==> src/rtl/pwev_pkg.sv <==
// Package for the wake status and event configuration register bank.
// Assumes a 200 MHz clk; register indices are local to this block.
package pwev_pkg;

  // ******************************************************************
  // Register indices and access
  // ******************************************************************
  localparam logic [2:0] PWEV_IDX_EVENT_STATUS_TWO  = 3'h0;
  localparam logic [2:0] PWEV_IDX_FAULT_RESET_CFG   = 3'h1;
  localparam logic [2:0] PWEV_IDX_THERMAL_IRQ_CFG   = 3'h2;
  localparam logic [2:0] PWEV_IDX_INPUT_V_IRQ_CFG   = 3'h3;
  localparam logic [2:0] PWEV_IDX_THERMAL_WARN_STAT = 3'h4;

  localparam logic [7:0] PWEV_CLEAR_ROUSE_DATA = 8'h8E;

  // ******************************************************************
  // Reset values and writable bits
  // ******************************************************************
  localparam logic [7:0] PWEV_FAULT_RESET_INIT = 8'h0B;
  localparam logic [7:0] PWEV_THERMAL_INIT     = 8'h00;
  localparam logic [7:0] PWEV_INPUT_V_INIT     = 8'h00;
  localparam logic [7:0] PWEV_FAULT_WMASK      = 8'hFF;
  localparam logic [7:0] PWEV_THERMAL_WMASK    = 8'h0B;
  localparam logic [7:0] PWEV_INPUT_V_WMASK    = 8'h10;

  // ******************************************************************
  // Field positions; regulator vectors are [2]=boost [1]=lv [0]=wide
  // ******************************************************************
  localparam int PWEV_BOOST_OV_BIT   = 7;
  localparam int PWEV_LV_OV_BIT      = 5;
  localparam int PWEV_WIDE_OV_BIT    = 4;
  localparam int PWEV_BOOST_UV_BIT   = 3;
  localparam int PWEV_LV_UV_BIT      = 1;
  localparam int PWEV_WIDE_UV_BIT    = 0;
  localparam int PWEV_BOOST_OT_BIT   = 3;
  localparam int PWEV_LV_OT_BIT      = 1;
  localparam int PWEV_WIDE_OT_BIT    = 0;
  localparam int PWEV_INPUT_LOW_BIT  = 4;
  localparam int PWEV_WAKE_LEVEL_BIT = 0;
  localparam int PWEV_WAKE_LATCH_BIT = 1;

  // ******************************************************************
  // Timing
  // ******************************************************************
  localparam int PWEV_CLK_PERIOD_PS    = 5000;
  localparam int PWEV_WAKE_DEGLITCH_NS = 10000;
  localparam int PWEV_WAKE_DEGLITCH_CYC =
    (PWEV_WAKE_DEGLITCH_NS * 1000 + PWEV_CLK_PERIOD_PS - 1) / PWEV_CLK_PERIOD_PS;
  localparam int PWEV_DGL_W = $clog2(PWEV_WAKE_DEGLITCH_CYC + 1);

endpackage

==> src/rtl/pwev_regs.sv <==
// Wake status, regulator fault reset and interrupt configuration registers.
// Assumes the command decoder delivers one-cycle strobes on clk, and the
// fault, warning and state inputs come from logic on the same clock.
// nrst is the power-on reset of the device.
//
// Operation
// - Deglitched wake rising edge sets the wake latch, held until cleared.
// - Clear-rouse-latch command with data 0x8E clears the wake latch.
// - Entering the OFF state clears the wake latch.
// - Status bit 0 shows the deglitched wake level, zero after power-on.
// - Configuration writes land only in DIAGNOSTIC with the lock bit 0.
// - Configuration contents are exported to the configuration checksum.
// - Overvoltage reset enables at bits 7,5,4, default 0, raise global reset.
// - Undervoltage reset enables at bits 3,1,0, default 1, raise global reset.
// - Enabled interrupt condition drives pin low, clears driver bit, goes SAFE.
// - Thermal warning sets its status bit whatever the enable.
// - Thermal warning enables at bits 3,1,0, default 0, raise interrupt.
// - Input-low enable at bit 4 makes input-low detection an interrupt.
`timescale 1ns/1ps
module pwev_regs
  import pwev_pkg::*;
(
  input  wire logic        clk,
  input  wire logic        nrst,
  input  wire logic        wake_pin,
  input  wire logic        reg_wr,
  input  wire logic        reg_rd,
  input  wire logic [2:0]  reg_idx,
  input  wire logic [7:0]  reg_wdata,
  output logic      [7:0]  reg_rdata,
  input  wire logic        clear_rouse_latch_cmd,
  input  wire logic [7:0]  cmd_data,
  input  wire logic        in_diagnostic,
  input  wire logic        cfg_lock,
  input  wire logic        enter_off,
  input  wire logic [2:0]  overvolt_evt,
  input  wire logic [2:0]  undervolt_evt,
  input  wire logic [2:0]  thermal_warn_evt,
  input  wire logic        input_low_evt,
  output logic             global_reset_req,
  output logic             global_irq,
  output logic             driver_enable_irq_pin,
  output logic             driver_output_enable_clr,
  output logic             safe_state_req,
  output logic      [23:0] config_checksum_data
);

  typedef struct packed {
    logic [7:0] fault_cfg;
    logic [7:0] therm_cfg;
    logic [7:0] vin_cfg;
    logic       wake_latch;
    logic [2:0] therm_stat;
    logic [7:0] rdata;
    logic       rst_req;
    logic       irq;
  } pwev_state_s;

  pwev_state_s st_q;
  pwev_state_s st_d;
  logic        wake_level;
  logic        wake_rise;
  logic        cfg_open;
  logic [2:0]  ov_en;
  logic [2:0]  uv_en;
  logic [2:0]  ot_en;

  pwev_deglitch u_wake (
    .clk   (clk),
    .nrst  (nrst),
    .pin   (wake_pin),
    .level (wake_level),
    .rise  (wake_rise)
  );

  // ******************************************************************
  // Field pick-out
  // ******************************************************************
  assign cfg_open = in_diagnostic & ~cfg_lock;
  assign ov_en    = {st_q.fault_cfg[PWEV_BOOST_OV_BIT], st_q.fault_cfg[PWEV_LV_OV_BIT],
                     st_q.fault_cfg[PWEV_WIDE_OV_BIT]};
  assign uv_en    = {st_q.fault_cfg[PWEV_BOOST_UV_BIT], st_q.fault_cfg[PWEV_LV_UV_BIT],
                     st_q.fault_cfg[PWEV_WIDE_UV_BIT]};
  assign ot_en    = {st_q.therm_cfg[PWEV_BOOST_OT_BIT], st_q.therm_cfg[PWEV_LV_OT_BIT],
                     st_q.therm_cfg[PWEV_WIDE_OT_BIT]};

  // ******************************************************************
  // Next state
  // ******************************************************************
  always_comb begin
    st_d = st_q;
    // Set wins over a clear in the same cycle
    if (clear_rouse_latch_cmd && cmd_data == PWEV_CLEAR_ROUSE_DATA) begin
      st_d.wake_latch = 1'b0;
    end
    if (enter_off) begin
      st_d.wake_latch = 1'b0;
    end
    if (wake_rise) begin
      st_d.wake_latch = 1'b1;
    end
    st_d.therm_stat = st_q.therm_stat | thermal_warn_evt;
    if (reg_wr && cfg_open) begin
      unique case (reg_idx)
        PWEV_IDX_FAULT_RESET_CFG: st_d.fault_cfg = reg_wdata & PWEV_FAULT_WMASK;
        PWEV_IDX_THERMAL_IRQ_CFG: st_d.therm_cfg = reg_wdata & PWEV_THERMAL_WMASK;
        PWEV_IDX_INPUT_V_IRQ_CFG: st_d.vin_cfg   = reg_wdata & PWEV_INPUT_V_WMASK;
        default:                  st_d.fault_cfg = st_q.fault_cfg;
      endcase
    end
    if (reg_rd) begin
      unique case (reg_idx)
        PWEV_IDX_EVENT_STATUS_TWO: begin
          st_d.rdata                      = '0;
          st_d.rdata[PWEV_WAKE_LEVEL_BIT] = wake_level;
          st_d.rdata[PWEV_WAKE_LATCH_BIT] = st_q.wake_latch;
        end
        PWEV_IDX_FAULT_RESET_CFG:   st_d.rdata = st_q.fault_cfg;
        PWEV_IDX_THERMAL_IRQ_CFG:   st_d.rdata = st_q.therm_cfg;
        PWEV_IDX_INPUT_V_IRQ_CFG:   st_d.rdata = st_q.vin_cfg;
        PWEV_IDX_THERMAL_WARN_STAT: st_d.rdata = {5'h0, st_q.therm_stat};
        default:                    st_d.rdata = '0;
      endcase
    end
    st_d.rst_req = |(overvolt_evt & ov_en) | |(undervolt_evt & uv_en);
    st_d.irq     = |(thermal_warn_evt & ot_en)
                 | (input_low_evt & st_q.vin_cfg[PWEV_INPUT_LOW_BIT]);
  end

  always_ff @(posedge clk or negedge nrst) begin
    if (!nrst) begin
      st_q            <= '0;
      st_q.fault_cfg  <= PWEV_FAULT_RESET_INIT;
      st_q.therm_cfg  <= PWEV_THERMAL_INIT;
      st_q.vin_cfg    <= PWEV_INPUT_V_INIT;
    end else begin
      st_q <= st_d;
    end
  end

  // ******************************************************************
  // Outputs
  // ******************************************************************
  assign reg_rdata                = st_q.rdata;
  assign global_reset_req         = st_q.rst_req;
  assign global_irq               = st_q.irq;
  assign driver_enable_irq_pin    = ~st_q.irq;
  assign driver_output_enable_clr = st_q.irq;
  assign safe_state_req           = st_q.irq;
  assign config_checksum_data     = {st_q.fault_cfg, st_q.therm_cfg, st_q.vin_cfg};
endmodule

==> src/rtl/pwev_deglitch.sv <==
// Wake pin synchroniser and deglitch filter with rising edge pulse.
// Assumes an asynchronous pin and a free running clk.
`timescale 1ns/1ps
module pwev_deglitch
  import pwev_pkg::*;
(
  input  wire logic clk,
  input  wire logic nrst,
  input  wire logic pin,
  output logic      level,
  output logic      rise
);

  typedef struct packed {
    logic                  sync1;
    logic                  sync2;
    logic [PWEV_DGL_W-1:0] cnt;
    logic                  level;
    logic                  rise;
  } pwev_dgl_s;

  localparam logic [PWEV_DGL_W-1:0] DGL_LAST = PWEV_DGL_W'(PWEV_WAKE_DEGLITCH_CYC - 1);

  pwev_dgl_s st_q;
  pwev_dgl_s st_d;

  // ******************************************************************
  // Filter: level changes only after a steady run of samples
  // ******************************************************************
  always_comb begin
    st_d       = st_q;
    st_d.sync1 = pin;
    st_d.sync2 = st_q.sync1;
    st_d.rise  = 1'b0;
    if (st_q.sync2 == st_q.level) begin
      st_d.cnt = '0;
    end else if (st_q.cnt == DGL_LAST) begin
      st_d.cnt   = '0;
      st_d.level = st_q.sync2;
      st_d.rise  = st_q.sync2;
    end else begin
      st_d.cnt = st_q.cnt + 1'b1;
    end
  end

  always_ff @(posedge clk or negedge nrst) begin
    if (!nrst) begin
      st_q <= '0;
    end else begin
      st_q <= st_d;
    end
  end

  assign level = st_q.level;
  assign rise  = st_q.rise;

endmodule

==> config.mk <==
export PLATFORM = sky130hd
export DESIGN_NAME = pwev_regs
export DESIGN_NICKNAME = d
export VERILOG_FILES = /design/src/rtl/pwev_pkg.sv /design/src/rtl/pwev_regs.sv /design/src/rtl/pwev_deglitch.sv
export SDC_FILE = /design/constraint.sdc
export NUM_CORES = 1
export LEC_CHECK = 0
export ABC_AREA = 1
export BUFFER_PORTS_ARGS = -buffer_cell sky130_fd_sc_hd__buf_2
export CAP_MARGIN = 20
export CORE_MARGIN = 2
export CORE_UTILIZATION = 35
export DETAILED_ROUTE_END_ITERATION = 10
export SYNTH_ARGS = -nofsm -noshare
export SYNTH_HDL_FRONTEND = slang
export SYNTH_SLANG_ARGS = --single-unit
==> constraint.sdc <==
create_clock -name clk -period 1.6 [get_ports clk]
set_input_delay 0.32 -clock clk [delete_from_list [all_inputs] [get_ports clk]]
set_output_delay 0.32 -clock clk [all_outputs]
set_load 0.02 [all_outputs]
# Word-level counts from Yosys, hierarchy flattened
# Index checks and enable logic that the tools add are counted.
# W data, S select, Z words.
[totals]
register_bits = 41
latchBits = 0
ram_bits = 0
mem_bits_ro = 0
word_cells = 51
memories = 0
[op_classes]
n_addsub = 1
mul = 0
div = 0
order_cmp = 0
eq_ne = 7
shifts = 0
n_mux = 8
n_bitwise = 11
n_reduce_logical = 11
[ops]
columns = ["cell", "n"]
rows = [
  ["$pmux W8 S5", 1],
  ["$mux W11", 2],
  ["$add A11 B1 Y11 const B", 1],
  ["$eq A11 B11 Y1 const B", 1],
  ["$and A3 B3 Y3", 3],
  ["$reduce_or A3 Y1", 3],
  ["$eq A8 B8 Y1 const B", 1],
  ["$reduce_and A2 Y1", 4],
  ["$eq A3 B2 Y1 const B", 2],
  ["$mux W1", 5],
  ["$eq A3 B1 Y1 const B", 1],
  ["$eq A3 B3 Y1 const B", 1],
  ["$logic_not A3 Y1", 1],
  ["$not A1 Y1", 3],
  ["$or A3 B3 Y3", 1],
  ["$reduce_bool A3 Y1", 1],
  ["$and A1 B1 Y1", 2],
  ["$logic_and A1 B1 Y1", 2],
  ["$or A1 B1 Y1", 2],
  ["$eq A1 B1 Y1", 1],
]

# Depth between registers and ports, before layout
# Gate-level depths: netlist of run 1.
[depth]
word_depth = 5
mapped_depth = 6
mapped_depth_nobuf = 6

# Cells and area by module
# From an unflattened synthesis of run 1, not the netlist that was laid out.
[unflattened]
hier_cells = 258
area_unflattened_um2 = 2197.1
[modules_own_cells]
columns = ["module", "n_inst", "cells_per_inst", "area_each_um2"]
rows = [
  ["pwev_regs", 1, 182, 1488.9],
  ["pwev_deglitch", 1, 76, 708.2],
]

# Least setup slack after synthesis of run 1
# Ideal clock, no wire load.
[synth_path]
path_kind = "flip-flop to flip-flop"
start = "register u_wake.st_q[2] (netlist name)"
end = "register u_wake.st_q[12] (netlist name)"
arrival_time_ns = 1.131
required_ns = 1.481
path_slack_ns = 0.350
stages_incl_launch_ff = 7
path_buffers = 0
period_less_slack_ns = 1.250
path_cell_list = "dfrtp_1 ha_1 nand3_1 nor2_1 nand3_1 nand3_1 nor2_1"
[synth_lines]
columns = ["item", "line", "text"]
rows = [
  ["start, declared", "pwev_deglitch.sv:24", "pwev_dgl_s st_q;"],
  ["start signal, assigned", "pwev_deglitch.sv:50", "st_q <= st_d;"],
]

==> results.yml, run 1 <==
die:
  core_um2: 5921
  io_pins: 75
  die_x_um: 82.35
  dieArea_um2: 6781
  dieHeight_um: 82.35
  start_util_pct: 36.28
  fp-row-count: 28
timing:
  holdWs_ns: 0.1299
  rsz0062_at_grt: "false"
  fin_skew_ns: 0.01476
  setup_viol: 0
  hold_viol: 0
  clock.fmax_ghz: 0.7065
  post-route-min-period_ns: 1.415
  fin_tns_setup_ns: 0
  drv_slew: 0
  fin_crit_sh_pct: 88.46
layout:
  layout_common_cells: "nand2_1 (67), buf_2 (62), dfrtp_1 (38), nand3_1 (20), inv_1 (20)"
  layout-area-overhead-vs-synth_pct: 13.45
  fin_cells: 374
  drive_gt1_share_pct: 29.43
  num-nets-final: 337
  antenna_cells: 0
  layout_commonest_cell: "nand2_1"
  stdcell_area_um2: 2437
logic_synthesis:
  synth-seq-cells: 41
  synth_area_um2: 2148
  yosys.area_share.xor_xnor_pct: 2.038
  syn_inst: 252
  synthMuxAreaShare_pct: 0
  syn_avg_cell_area_um2: 8.525
  synth-simple-area-share_pct: 26.27
  synth.distinct_cells: 30
  synth-compound-area-share_pct: 5.649
  ys.warnings.count: 0
  seq_area_frac_synth_pct: 47.93
  synth_fa_ha_area_share_pct: 0.5824
  synth_top_family_by_area: "simple AND/OR/NAND/NOR gates"
setup_path:
  cp-start-kind: "register"
  rrSetupSlack_ns: 0.18
  reg2reg_depth: 6
  crit-reg2reg-launch: "u_wake.st_q[2]$_DFF_PN0_"
  worst-setup-path-type: "register to register"
  timing.rr.end: "u_wake.st_q[11]$_DFF_PN0_"
  worstSetupEndpointType: "register"
  crit_fanout: 6
  cp_data_required_time_ns: 1.77
  critPathArrivalTime_ns: 1.59
clock_network:
  hold_buffers: 1
  cts_sinks: 41
  clkLatencyLatePin_ns: 0.30
  htree_num_levels: 2
  tritoncts: "done"
  ctsResizeCount: 0
  cts.path.max_buffers: 2
  clkTransAtPathRegs_ns: 0.07
  post_cts_buffers: 0
  cts-root-buf: "clkbuf_8"
  cts_buffers: 5
worst_hold_path:
  min_to: "u_wake.st_d[13]$_DFF_PN0_"
  hold_class: "input port to register"
  hold_path_depth: 1
  holdCritStartpoint: "wake_pin"
detailed_routing:
  first_iter_violations: 63
  drc: 0
  vias: 1661
  routed_wl_mm: 4.263
  route.antenna.remaining_nets: 0
  wl_per_cell_um: 11.40
  drt_first_pass_iters: 4
  viasPerCell: 4.441
status:
  status: "finished clean"
grt:
  antenna_found_initial: 0
  grt_use_total_pct: 13.50
  grt_pass1_vias: 1600
  gr-total-overflow: 0
  grt_max_degree: 25
  grt_pass1_wl_mm: 6.962
pwr:
  power.density_nw_per_um2: 1001
  irDropWorstVdd_uv: 497.8
  leakage_nw: 1.330
  total_power_mw: 2.440
place:
  place_inst: 365
  io_buffers: 62
  gp_congestion: 0.7600
  placed_area_um2: 2331
  dp_hpwl_mm: 3.285
flow_run:
  cap_violations: 0
flip-flops by register name, summed over array words and instances (netlist names):
register / count
global_reset_req: 1
driver_output_enable_clr: 1
st_q: 4
config_checksum_data: 12
u_wake.st_d: 1
u_wake.level: 1
u_wake.rise: 1
u_wake.st_q: 12
reg_rdata: 8
metal layers:
metal	GRT usage, %	vias up	share of wire [%]
met4	5.167	0	1.5
met1	16.44	755	43
li1	-	854	-
met2	22.42	44	49
met3	4.022	8	6.5
met5	0	-	0
metrics by stage:
step                      setup slack (ns)  utilization [%]
final                               0.1846            41.17
after global placement              0.2065            39.37
after CTS                           0.1676            41.17
after floorplan                     0.3501                -
after global routing              0.002574            41.17
after detailed placement            0.1799            39.37
logic make-up (layout without fill, tap and decap cells):
group | count (synthesis) | count (layout)
buf+inv | 59 | 95
compound gates | 19 | 19
simple gates | 126 | 126
fa+ha+maj | 1 | 1
flops | 41 | 41
xor+xnor | 5 | 5
other cells | 1 | 12
cells in the mapped netlist, drive strengths merged:
master / count / area share, %
o21ai: 11 / 3.3
conb: 1 / 0.17
nand2: 68 / 12
buf: 36 / 13
nand3: 20 / 4.7
a21oi: 5 / 1.3
inv: 22 / 3.8
nor3b: 2 / 0.70
nor3: 2 / 0.99
xor2: 3 / 1.2
clkbuf: 1 / 0.17
nor2: 20 / 3.6
o2111ai: 1 / 0.41
nand4: 11 / 3.2
dfrtp: 38 / 44
o21bai: 1 / 0.35
xnor2: 2 / 0.82
ha: 1 / 0.58
or2: 3 / 0.87
a31oi: 1 / 0.29
dfstp: 3 / 3.7
layout make-up:
class / count / area [µm²]
clock buffer: 6 / 82.58
timing repair buffer: 65 / 347.8
multi-input combinational: 163 / 787.0
inverter: 22 / 82.58
clock inverter: 2 / 13.76
sequential: 41 / 1030
tap: 75 / 93.84
fill: 614 / 3483
report_power, final:
part | total, mW | leakage [nW] | internal (mW) | switching, mW
combinational | 0.509 | 0.758 | 0.177 | 0.332
clock | 0.709 | 0.0512 | 0.350 | 0.359
sequential | 1.22 | 0.521 | 1.14 | 0.0837
critical path, stage by stage, from the launching register on:
cell and delay (ns):
dfrtp_1 0.39, ha_1 0.20, nand3_1 0.14, inv_1 0.10, nand3_1 0.16, nand2_1 0.23
nor2_1 0.08
how the worst max path moves through the flow:
stage | startpoint | to | cells after the start
after floorplan | u_wake.st_q[2]$_DFF_PN0_ | u_wake.st_q[12]$_DFF_PN0_ | 6
after global placement | u_wake.st_q[2]$_DFF_PN0_ | u_wake.st_q[8]$_DFF_PN0_ | 6
after global routing | u_wake.st_q[2]$_DFF_PN0_ | u_wake.st_q[11]$_DFF_PN0_ | 6
final | u_wake.st_q[2]$_DFF_PN0_ | u_wake.st_q[11]$_DFF_PN0_ | 6
after CTS | u_wake.st_q[2]$_DFF_PN0_ | u_wake.st_q[11]$_DFF_PN0_ | 6
after detailed placement | u_wake.st_q[2]$_DFF_PN0_ | u_wake.st_q[11]$_DFF_PN0_ | 6
(Power assumes the default switching activity.)
==> run 2: changes to the inputs <==
--- a/config.mk
+++ b/config.mk
@@ -8,7 +8,7 @@
 export ABC_AREA = 1
 export BUFFER_PORTS_ARGS = -buffer_cell sky130_fd_sc_hd__buf_2
 export CAP_MARGIN = 20
-export CORE_MARGIN = 2
+export CORE_MARGIN = 4
 export CORE_UTILIZATION = 35
 export DETAILED_ROUTE_END_ITERATION = 10
 export SYNTH_ARGS = -nofsm -noshare
==> results.yml, run 2 (same netlist as run 1, synthesis figures left out) <==
die:
  dieArea_um2: 7455
  io_pins: 75
  die_x_um: 86.35
  start_util_pct: 36.07
  fp-row-count: 28
  dieHeight_um: 86.35
  core_um2: 5956
grt:
  grt_use_total_pct: 12.03
  grt_pass1_vias: 1606
  gr-total-overflow: 0
  antenna_found_initial: 0
  grt_max_degree: 24
  grt_pass1_wl_mm: 7.251
layout:
  antenna_cells: 0
  layout-area-overhead-vs-synth_pct: 13.98
  fin_cells: 374
  layout_commonest_cell: "nand2_1"
  layout_common_cells: "nand2_1 (67), buf_2 (62), dfrtp_1 (38), nand3_1 (20), inv_1 (20)"
  drive_gt1_share_pct: 29.10
  num-nets-final: 337
timing:
  fin_tns_setup_ns: 0
  fin_crit_sh_pct: 89.10
  holdWs_ns: 0.1429
  worst_slack_ns: 0.1745
  post-route-min-period_ns: 1.426
  clock.fmax_ghz: 0.7015
  fin_skew_ns: 0.01543
  hold_viol: 0
  drv_slew: 0
  setup_viol: 0
  rsz0062_at_grt: "false"
place:
  gp_congestion: 0.8404
  place_inst: 365
  place_ws_ns: 0.1729
  io_buffers: 62
  dp_hpwl_mm: 3.468
detailed_routing:
  wl_per_cell_um: 11.95
  drt_first_pass_iters: 4
  routed_wl_mm: 4.468
  viasPerCell: 4.444
  drc: 0
  route.antenna.remaining_nets: 0
  vias: 1662
  first_iter_violations: 88
pwr:
  power.density_nw_per_um2: 1038
  swShare_pct: 30.01
  total_power_mw: 2.541
  combPwrFrac_pct: 20.2
  power.switching_mw: 0.7626
  sequentialPowerShare_pct: 48.1
  irDropWorstVdd_uv: 392.4
  leakage_nw: 1.334
  internal_power_mw: 1.779
  clkPwrFrac_pct: 31.8
clock_network:
  htree_num_levels: 2
  clkLatencyLatePin_ns: 0.29
  tritoncts: "done"
  cts_buffers: 5
  cts.path.max_buffers: 2
  post_cts_buffers: 0
  cts_sinks: 41
  clkTransAtPathRegs_ns: 0.07
  ctsResizeCount: 0
  cts-root-buf: "clkbuf_8"
setup_path:
  worst-setup-path-type: "register to register"
  critPathArrivalTime_ns: 1.64
  crit_fanout: 6
  cp_data_required_time_ns: 1.81
  worstSetupEndpointType: "register"
  cp-start-kind: "register"
flow_run:
  cap_violations: 0
worst_hold_path:
  hold_class: "input port to register"
status:
  status: "finished clean"
## run 2: cell types whose count changed in the layout (fill, tap and decap cells not counted)
cell,previous run,this run
bufinv_16,0,1
clkbuf_1,0,1
clkbuf_8,6,5
clkinv_4,1,0
## run 2: timing repair
| action | in CTS | in global routing |
|---|---|---|
| endpoints found under the setup margin | 0 | 0 |
| endpoints found under the hold margin | 15 | 0 |
| hold buffers | 1 | 0 |
## run 2: worst max-delay path, stage by stage, from the launching register on
cell,delay (ns)
dfrtp_1,0.41
ha_1,0.23
nand3_1,0.14
inv_1,0.07
nand3_1,0.16
nand2_1,0.18
nor2_1,0.16
## run 2: area by class of cell
type,count,area [µm²]
fill,615,3507
multi-input combinational,163,787.0
timing repair buffer,65,347.8
sequential,41,1030
tap,75,93.84
clock buffer,6,72.57
clock inverter,2,35.03
inverter,22,82.58
## run 2: path summary, 6_finish.rpt
path | to | cells after the start | from | slack, ns
min in group asynchronous | reg_rdata[1]$_DFFE_PN0P_ | 2 | nrst | 0.50
min reg2reg | u_wake.st_q[13]$_DFF_PN0_ | 0 | u_wake.st_d[13]$_DFF_PN0_ | 0.35
min | u_wake.st_d[13]$_DFF_PN0_ | 1 | wake_pin | 0.14
max in group asynchronous | u_wake.st_q[8]$_DFF_PN0_ | 3 | nrst | 0.61
max reg2reg | u_wake.st_q[11]$_DFF_PN0_ | 6 | u_wake.st_q[2]$_DFF_PN0_ | 0.17
max | u_wake.st_q[11]$_DFF_PN0_ | 6 | u_wake.st_q[2]$_DFF_PN0_ | 0.17
## run 2: per-stage QoR
stage	util, %	area (µm²)
CTS	41.11	2449
floorplan	-	2190
finish	41.11	2449
detailed placement	39.14	2331
global route	41.11	2449
global placement	39.14	2331
## run 2: layer usage
layer / part of all wire [%] / global-route usage, % / routed length (µm) / vias up
li1: - / - / - / 856
met1: 44 / 15.32 / 1964 / 760
met2: 49 / 20.03 / 2199 / 41
met3: 5.8 / 2.852 / 259 / 5
met4: 0.98 / 4.108 / 44 / 0
met5: 0 / 0 / 0 / -
## run 2: power by group through the flow
stage | combinational (mW) | clock, mW | sequential (mW)
3_5_place_dp | 0.518 | 0 | 1.24
5_1_grt | 0.566 | 0.876 | 1.24
3_3_place_gp | 0.513 | 0 | 1.24
4_1_cts | 0.521 | 0.838 | 1.22
6_report | 0.512 | 0.807 | 1.22
2_1_floorplan | 0.435 | 0 | 1.24
